**src/logic/vcc_pkg.sv**
```systemverilog
// constants and types shared by the execution-control capability check block
package vcc_pkg;

	// ****************************************
	// register indices
	// ****************************************
	localparam logic [31:0] VCC_IDX_PIN = 32'h0000_0481;
	localparam logic [31:0] VCC_IDX_PRIMARY = 32'h0000_0482;
	localparam logic [31:0] VCC_IDX_SECONDARY = 32'h0000_048b;
	localparam logic [31:0] VCC_IDX_PIN_FULL = 32'h0000_048d;
	localparam logic [31:0] VCC_IDX_PRIMARY_FULL = 32'h0000_048e;

	// ****************************************
	// field layout
	// ****************************************
	localparam int VCC_HALF_W = 32;
	localparam int VCC_REG_W = 64;
	localparam int VCC_BASIC_TRUE_BIT = 55;
	localparam int VCC_SEC_ACTIVATE_BIT = 31;
	localparam logic [31:0] VCC_ZERO_HALF = 32'h0000_0000;
	localparam logic [63:0] VCC_ZERO_REG = 64'h0000_0000_0000_0000;

	// ****************************************
	// reserved-one class members per vector
	// ****************************************
	localparam logic [31:0] VCC_PIN_ONE_CLASS = 32'h0000_0016;
	localparam logic [31:0] VCC_PRIMARY_ONE_CLASS = 32'h0401_e172;

	// ****************************************
	// entry check sequencer states
	// ****************************************
	typedef enum logic [2:0] {
		VCC_IDLE = 3'h1,
		VCC_CHECK = 3'h2,
		VCC_DONE = 3'h4
	} vcc_phase_t;

endpackage

```
**src/logic/vcc_vec_check.sv**
```systemverilog
// violation check of one control vector against its allowed settings
`timescale 1ns/1ps
`default_nettype none
module vcc_vec_check (
	input wire logic [31:0] ctl,
	input wire logic [31:0] must_one,
	input wire logic [31:0] may_one,
	input wire logic gate,
	output logic [31:0] bad,
	output logic fail
);
	import vcc_pkg::*;

	// bits forced to one but clear, or set but not allowed
	always_comb begin
		bad = VCC_ZERO_HALF;
		if (gate) begin
			bad = (must_one & ~ctl) | (ctl & ~may_one);
		end
		fail = |bad;
	end

endmodule
`default_nettype wire

```
**src/logic/vcc_top.sv**
```systemverilog
// capability registers and guest-entry control validation
`timescale 1ns/1ps
`default_nettype none
module vcc_top #(
	parameter logic TRUE_CTLS = 1'b1,
	parameter logic [31:0] PIN_MUST_ONE = 32'h0000_0000,
	parameter logic [31:0] PIN_MAY_ONE = 32'h0000_00ff,
	parameter logic [31:0] PRIMARY_MUST_ONE = 32'h0000_0000,
	parameter logic [31:0] PRIMARY_MAY_ONE = 32'hffff_fffe,
	parameter logic [31:0] SEC_MAY_ONE = 32'h0000_ffff,
	parameter logic [31:0] SEC_IMPLEMENTED = 32'h0000_ffff
) (
	input wire logic mclk,
	input wire logic arst_n,
	input wire logic cap_rd_req,
	input wire logic cap_wr_req,
	input wire logic [31:0] cap_index,
	output logic cap_ack,
	output logic cap_fault,
	output logic [63:0] cap_rd_data,
	input wire logic entry_req,
	input wire logic [31:0] entry_pin_ctl,
	input wire logic [31:0] entry_primary_ctl,
	input wire logic [31:0] entry_secondary_ctl,
	output logic entry_busy,
	output logic entry_done,
	output logic entry_fail,
	output logic entry_pin_fail,
	output logic entry_primary_fail,
	output logic entry_secondary_fail
);
	import vcc_pkg::*;

	typedef struct packed {
		vcc_phase_t phase;
		logic [31:0] pin_ctl;
		logic [31:0] primary_ctl;
		logic [31:0] secondary_ctl;
		logic fail;
		logic pin_fail;
		logic primary_fail;
		logic secondary_fail;
		logic ack;
		logic fault;
		logic [63:0] data;
	} vcc_state_t;

	// ****************************************
	// capability register contents
	// ****************************************

	// full registers carry the exact allowed settings
	logic [63:0] pin_full;
	logic [63:0] primary_full;
	assign pin_full = {PIN_MAY_ONE, PIN_MUST_ONE};
	assign primary_full = {PRIMARY_MAY_ONE, PRIMARY_MUST_ONE};

	// legacy registers report reserved-one bits as fixed at one
	logic [63:0] pin_legacy;
	logic [63:0] primary_legacy;
	assign pin_legacy = {PIN_MAY_ONE | VCC_PIN_ONE_CLASS,
		PIN_MUST_ONE | VCC_PIN_ONE_CLASS};
	assign primary_legacy = {PRIMARY_MAY_ONE | VCC_PRIMARY_ONE_CLASS,
		PRIMARY_MUST_ONE | VCC_PRIMARY_ONE_CLASS};

	// secondary: low half zero, reserved bits never advertised
	logic [63:0] secondary_caps;
	assign secondary_caps = {SEC_MAY_ONE & SEC_IMPLEMENTED, VCC_ZERO_HALF};

	// secondary register present only when activation may be one
	logic secondary_present;
	assign secondary_present = primary_legacy[VCC_HALF_W + VCC_SEC_ACTIVATE_BIT];

	// ****************************************
	// settings used by validation
	// ****************************************

	// full registers govern when supported, legacy otherwise
	logic [63:0] pin_used;
	logic [63:0] primary_used;
	assign pin_used = TRUE_CTLS ? pin_full : pin_legacy;
	assign primary_used = TRUE_CTLS ? primary_full : primary_legacy;

	vcc_state_t state_reg;
	vcc_state_t state_next;
	logic pin_bad_fail;
	logic primary_bad_fail;
	logic secondary_bad_fail;

	// pin vector check
	vcc_vec_check u_pin (
		.ctl(state_reg.pin_ctl),
		.must_one(pin_used[VCC_HALF_W-1:0]),
		.may_one(pin_used[VCC_REG_W-1:VCC_HALF_W]),
		.gate(1'b1),
		.bad(),
		.fail(pin_bad_fail)
	);

	// primary vector check
	vcc_vec_check u_primary (
		.ctl(state_reg.primary_ctl),
		.must_one(primary_used[VCC_HALF_W-1:0]),
		.may_one(primary_used[VCC_REG_W-1:VCC_HALF_W]),
		.gate(1'b1),
		.bad(),
		.fail(primary_bad_fail)
	);

	// secondary vector check, only under activation
	vcc_vec_check u_secondary (
		.ctl(state_reg.secondary_ctl),
		.must_one(secondary_caps[VCC_HALF_W-1:0]),
		.may_one(secondary_present ? secondary_caps[VCC_REG_W-1:VCC_HALF_W] : VCC_ZERO_HALF),
		.gate(state_reg.primary_ctl[VCC_SEC_ACTIVATE_BIT]),
		.bad(),
		.fail(secondary_bad_fail)
	);

	// ****************************************
	// register read decode
	// ****************************************

	// returns presence of an index and its value
	function automatic logic [64:0] cap_lookup(input logic [31:0] idx);
		logic [64:0] r;
		r = {1'b0, VCC_ZERO_REG};
		unique case (idx)
			VCC_IDX_PIN: r = {1'b1, pin_legacy};
			VCC_IDX_PRIMARY: r = {1'b1, primary_legacy};
			VCC_IDX_SECONDARY: r = {secondary_present, secondary_present ? secondary_caps : VCC_ZERO_REG};
			VCC_IDX_PIN_FULL: r = {TRUE_CTLS, TRUE_CTLS ? pin_full : VCC_ZERO_REG};
			VCC_IDX_PRIMARY_FULL: r = {TRUE_CTLS, TRUE_CTLS ? primary_full : VCC_ZERO_REG};
			default: r = {1'b0, VCC_ZERO_REG};
		endcase
		return r;
	endfunction

	// ****************************************
	// next state
	// ****************************************
	always_comb begin
		logic [64:0] hit;
		hit = cap_lookup(cap_index);
		state_next = state_reg;
		state_next.ack = 1'b0;
		state_next.fault = 1'b0;
		// reads answer next cycle, writes always fault
		if (cap_wr_req) begin
			state_next.ack = 1'b1;
			state_next.fault = 1'b1;
			state_next.data = VCC_ZERO_REG;
		end else if (cap_rd_req) begin
			state_next.ack = 1'b1;
			state_next.fault = ~hit[VCC_REG_W];
			state_next.data = hit[VCC_REG_W-1:0];
		end
		// entry check sequencer
		unique case (state_reg.phase)
			VCC_IDLE: begin
				if (entry_req) begin
					state_next.pin_ctl = entry_pin_ctl;
					state_next.primary_ctl = entry_primary_ctl;
					state_next.secondary_ctl = entry_secondary_ctl;
					state_next.phase = VCC_CHECK;
				end
			end
			VCC_CHECK: begin
				state_next.pin_fail = pin_bad_fail;
				state_next.primary_fail = primary_bad_fail;
				state_next.secondary_fail = secondary_bad_fail;
				state_next.fail = pin_bad_fail | primary_bad_fail | secondary_bad_fail;
				state_next.phase = VCC_DONE;
			end
			VCC_DONE: begin
				state_next.phase = VCC_IDLE;
			end
			default: begin
				state_next.phase = VCC_IDLE;
			end
		endcase
	end

	// state register
	always_ff @(posedge mclk or negedge arst_n) begin
		if (!arst_n) begin
			state_reg <= '{phase: VCC_IDLE, pin_ctl: VCC_ZERO_HALF, primary_ctl: VCC_ZERO_HALF,
				secondary_ctl: VCC_ZERO_HALF, fail: 1'b0, pin_fail: 1'b0, primary_fail: 1'b0,
				secondary_fail: 1'b0, ack: 1'b0, fault: 1'b0, data: VCC_ZERO_REG};
		end else begin
			state_reg <= state_next;
		end
	end

	// ****************************************
	// outputs
	// ****************************************
	assign cap_ack = state_reg.ack;
	assign cap_fault = state_reg.fault;
	assign cap_rd_data = state_reg.data;
	assign entry_busy = state_reg.phase != VCC_IDLE;
	assign entry_done = state_reg.phase == VCC_DONE;
	assign entry_fail = state_reg.fail;
	assign entry_pin_fail = state_reg.pin_fail;
	assign entry_primary_fail = state_reg.primary_fail;
	assign entry_secondary_fail = state_reg.secondary_fail;

endmodule
`default_nettype wire

```
**config.mk**
```make
export PLATFORM = sky130hd
export DESIGN_NAME = vcc_top
export DESIGN_NICKNAME = d
export VERILOG_FILES = /design/src/logic/vcc_pkg.sv /design/src/logic/vcc_vec_check.sv /design/src/logic/vcc_top.sv
export SDC_FILE = /design/constraint.sdc
export NUM_CORES = 1
export LEC_CHECK = 0
export BUFFER_PORTS_ARGS = -buffer_cell sky130_fd_sc_hd__buf_2
export CAP_MARGIN = 20
export CORE_MARGIN = 3
export CORE_UTILIZATION = 35
export CTS_BUF_LIST = sky130_fd_sc_hd__clkbuf_8
export DETAILED_ROUTE_END_ITERATION = 8
export PLACE_DENSITY = 0.7
export SYNTH_ARGS = -nofsm -noshare
export SYNTH_HDL_FRONTEND = slang
export SYNTH_SLANG_ARGS = --single-unit
```
**constraint.sdc**
```tcl
create_clock -name mclk -period 3.3 [get_ports mclk]
set_input_delay 0.33 -clock mclk [delete_from_list [all_inputs] [get_ports mclk]]
set_output_delay 0.33 -clock mclk [all_outputs]
set_load 0.02 [all_outputs]
```
==> results of run 1 <==
cells in the mapped netlist, types with 2 or more instances:
cell type / number / share of area, %
nand2_1: 3 / 0.39
a22o_1: 5 / 1.5
nand3_1: 2 / 0.34
mux2_2: 43 / 17
nor2_1: 9 / 1.2
dfrtp_1: 57 / 49
inv_1: 4 / 0.52
a21oi_1: 3 / 0.52
buf_2: 4 / 0.69
nor3_1: 4 / 0.69
nor4_1: 15 / 3.2
xor2_1: 2 / 0.60
buf_4: 66 / 17
nand4_1: 3 / 0.65
worst paths after layout:
kind,from,endpoint,slack [ns],depth (start not counted)
setup reg to reg,state_reg[166],state_reg[159],1.37,2
min in group mclk,entry_pin_ctl[29],state_reg[163],0.23,2
max in group asynchronous,arst_n,state_reg[155],2.43,2
hold / removal,arst_n,state_reg[97],0.09,1
hold reg to reg,state_reg[133],state_reg[133],0.51,1
setup / recovery,state_reg[166],state_reg[159],1.37,2
kinds of logic (layout without fill, tap and decap cells):
kind of cell	count (synthesis)	count (layout)	share of synthesized area, %
xor gates and xnor gates	3	3	0.906
muxes	43	43	16.7
other	1	21	0.129
buffers and inverters	75	150	18.5
and+or+nand+nor	46	46	9.66
DFF	58	58	50.1
AOI/OAI and AO/OA	15	15	4.10
routing by layer:
layer,vias to the layer above,track usage [%]
li1,938,-
met3,9,4.67
met2,88,19.1
met1,913,14.2
met5,-,0
met4,0,4.54
cell type report:
cell class,count,area (um^2)
Multi-Input combinational cell,128,990
Sequential cell,58,1450
Tap cell,102,128
Timing Repair Buffer,130,653
Inverter,4,15.0
Clock inverter,6,33.8
Fill cell,740,4480
Clock buffer,10,138
through the flow:
step                area (um^2)  hold WS, ns  setup WS (ns)
global route               3410        0.154           1.25
detailed placement         3240        0.477           1.36
floorplan                  2980       0.0344           1.79
global placement           3240        0.478           1.39
finish                     3410       0.0937           1.37
CTS                        3410        0.110           1.35
power groups by stage:
stage | combinational, mW | sequential [mW] | clock [mW]
finish | 0.682 | 1.18 | 0.553
global route | 0.748 | 1.22 | 0.616
CTS | 0.696 | 1.18 | 0.578
detailed placement | 0.695 | 1.20 | 0
global placement | 0.670 | 1.18 | 0
floorplan | 0.541 | 1.18 | 0
==> run metrics, run 1 <==
transition time of the tightest slew-check pin=0.956 ns; Sw Pwr=728 uW; Post-Layout Cell Count=438; PwrDens=708 nW/um^2; FFs w/ async S/R, synth=100%; Slew Limit Headroom=36.2%; I/O Buffers=129; met3 wire length=460 um; Top Family by Delay on Critical Path=simple AND/OR/NAND/NOR gates; largest net degree at the start of global routing=45; Gate power share=28.3%; Synth Cell Area=2900 um^2; vias=1948; Final Skew=0.00849 ns; placed insts=422; Int Power=1.69 mW; worst-path maximum fanout=44; top sig layer=met4; first-pass GRT wire length=9.11 mm; Tot Pwr=2.41 mW; postcts setup bufs=0; nets=464; Total GRT Usage=11.8%; crit-path max cell delay=0.83 ns; Starting Density=36.8%; CTS resizes=0; EDFF count, synth=0; Final setup viols=0; critical path class=reg -> reg; Routed WL=5.46 mm; Hold Vio Cnt, Final=0; Avg Inst Size Synth=12.0 um^2; Via density=4.45; Worst EP required=3.51 ns; wl on met1=2.31 mm; fmax=0.519 GHz; Critical Path Source Type=flip-flop; share of total power in the clock network=22.9%; Crit. End Element=flip-flop; leak pwr=1.70 nW; DP HPWL=4.37 mm; WP buf/inv=0; CTS buffer count=9; core footprint=7890 um^2; Worst-path clk slew=0.06 ns; GR Overflow Total=0; Final Util=43.2%; vias in the first global route=2003; Hold Path Class=in -> async; DRC violations left=0; Seq/Total Area, Yosys=50.1%; setup TNS=0 ns; Row Count=32; number of max-cap violations=0; Worst path slowest cell=and3_2; layout cell share with drive strength beyond 1=58.6%; max FFs per register=45; htree depth=3; RSZ-0062 raised after global routing=false; Slew Viols, Final=0; # clock sinks=58; Die Wd=97.1 um; DIE AREA=9420 um^2; commonest non-fill, non-tap cell in the layout=buf_2; DRT Pass-1 Iters=2; post-synthesis register bit count=58; P&R area growth vs syn=17.5%; Unique masters post-synth=35; DRT iter0 DRCs=33; Worst VDD drop=0.226 mV; sequential group share of total power=48.8%; fin crit period=1.93 ns; # IOs=205; most frequent cells in the layout=buf_2, dfrtp_1, mux2_2, conb_1, nor4_1; Tcrit/Tclk final=58.4%; CTS tree=built; n_diodes=0; # hold bufs at CTS=0; gpl congestion=0.753; Max Root-Sink Buffers=2; Worst EP arrival=2.13 ns; clock root cell=clkbuf_8; Post-DRT Antenna Nets=0; WL/cell=12.5 um; die height=97.1 um; Synth Instances=241; Top FF cell, synth=dfrtp_1; CP Cell Sequence=and3_2 > mux2_2; YS warnings=0; switch share=30.2%; met2 routed WL=2.59 mm; initial antenna violation count=0; status=finished clean; Clock Latency Late Sink=0.33 ns
Note: power is estimated with default switching activity, not from simulation.
==> inputs of run 2 (changes only) <==
==> constraint.sdc (replaced) <==
create_clock -name mclk -period 1.9 [get_ports mclk]
set_input_delay 0.19 -clock mclk [delete_from_list [all_inputs] [get_ports mclk]]
set_output_delay 0.19 -clock mclk [all_outputs]
set_load 0.02 [all_outputs]
==> run 2 against run 1 <==
Effect of this change: die area stayed put; count of clock-buffer cells in the layout stayed put; total power grew 81%; sequential share of layout area is 0.93 points lower.
==> run metrics, run 2 (synthesized netlist as in run 1, its figures left out) <==
worst-path maximum fanout=26 (-41%); leak pwr=1.74 nW (+2.8%); PwrDens=1250 nW/um^2 (+77%); Clock Latency Late Sink=0.33 ns (about the same); pre-CTS WS=0.350 ns (-1.00 ns); WL/cell=12.6 um (+0.93%); commonest non-fill, non-tap cell in the layout=buf_2; # IOs=205 (unchanged); status=finished clean; most frequent cells in the layout=buf_2, dfrtp_1, mux2_2, conb_1, nor4_1; first-pass GRT wire length=9.19 mm (+0.83%); Worst-path clk slew=0.07 ns (about the same); CTS buffer count=9 (unchanged); Worst EP arrival=1.76 ns (-0.37 ns); DRT Pass-1 Iters=3 (+1); largest net degree at the start of global routing=27 (-40%); fin crit period=1.55 ns (-0.373 ns); htree depth=3 (unchanged); clock root cell=clkbuf_8; Via density=4.43 (-0.32%); GR Overflow Total=0 (unchanged); Final setup viols=0 (unchanged); Die Wd=97.1 um (unchanged); Worst VDD drop=0.425 mV (+88%); max FFs per register=45 (unchanged); Max Root-Sink Buffers=2 (unchanged); Post-DRT Antenna Nets=0 (unchanged); fmax=0.644 GHz (+24%); CTS tree=built; P&R area growth vs syn=20.1%; Crit. End Element=flip-flop; area of placed instances=3280 um^2 (+1.3%); Hold Vio Cnt, Final=0 (unchanged); DIE AREA=9420 um^2 (unchanged); RSZ-0062 raised after global routing=false; critical path class=reg -> reg; Worst EP required=2.11 ns (-1.40 ns); Row Count=32 (unchanged); Critical Path Source Type=flip-flop; postcts setup bufs=0 (unchanged); n_diodes=0 (unchanged); Layout fillers=741 (+0.14%); Tcrit/Tclk final=81.8% (+23 points); I/O Buffers=129 (unchanged); vias in the first global route=1973 (-1.5%); Slew Viols, Final=0 (unchanged); Final Util=44.2% (+0.97 points); post-route cell area=3490 um^2 (+2.2%); # clock sinks=58 (unchanged); Routed WL=5.58 mm (+2.1%); nets=469 (+1.1%); Worst R2R Start=state_reg[168]; placed insts=426 (+0.95%); setup TNS=0 ns (unchanged); crit path from=state_reg[168]; layout cell share with drive strength beyond 1=58.9% (+0.31 points); DRC violations left=0 (unchanged); gpl congestion=0.756 (+0.35%); core footprint=7890 um^2 (unchanged); Starting Density=36.8% (unchanged); Total GRT Usage=12.0% (+0.17 points); setup ws final=0.346 ns (-1.03 ns); die height=97.1 um (unchanged); Hold Path Class=in -> reg; initial antenna violation count=0 (unchanged); Final Skew=0.00737 ns (-0.00112 ns); vias=1964 (+0.82%); DP HPWL=4.51 mm (+3.3%); hold wc startpoint=entry_pin_ctl[11]; Tot Pwr=4.37 mW (+81%); DRT iter0 DRCs=48 (+45%); number of max-cap violations=0 (unchanged); Hold WS=0.0953 ns (+0.00163 ns); Post-Layout Cell Count=443 (+1.1%)
[run 2: cell count changes in the layout (fill, tap and decap cells not counted)]
cell	change
bufinv_16	+1
buf_4	+3
buf_12	+1
clkinv_4	+1
clkinvlp_4	-2
dlygate4sd3_1	+1
[run 2: power breakdown]
group	total (mW)	switching (mW)	leakage (nW)	internal [mW]
logic	1.22	0.535	0.949	0.686
clock network	1.10	0.465	0.107	0.631
registers	2.05	0.278	0.689	1.77
total	4.37	1.28	1.74	3.09
[run 2: layout make-up]
type	count	area, um^2	share of cell area (%)
clock inverters	6	57.6	1.65
multi-input cells	128	990	28.4
inverters	4	15.0	0.431
flip-flops and latches	58	1450	41.7
clock buffers	10	138	3.95
repair buffers	135	706	20.2
well taps	102	128	3.66
[run 2: final timing paths]
| kind | slack [ns] | endpoint | cells after the start |
|---|---|---|---|
| min reg2reg | 0.51 | state_reg[87] | 1 |
| max reg2reg | 0.35 | state_reg[90] | 4 |
| max in group asynchronous | 0.95 | state_reg[166] | 3 |
| max | 0.35 | state_reg[90] | 4 |
| min in group asynchronous | 0.31 | state_reg[155] | 2 |
| min | 0.1 | state_reg[145] | 2 |
[run 2: worst max-delay path, cell delays in order (launching register included)]
cell	delay, ns
dfrtp_1	0.40
nor2_1	0.14
and3_2	0.20
buf_4	0.31
mux2_2	0.38
[run 2: timing repair]
item | CTS | global route
hold endpoints to repair | 13 | 0
resized for setup | 0 | 0
hold buffers | 1 | 0
[run 2: routing by layer]
layer	vias to the layer above	part of all wire (%)	track usage (%)
li1	952	-	-
met1	910	42	14.7
met2	90	48	19.9
met3	12	8.1	2.80
met4	0	2.1	5.83
met5	-	0	0
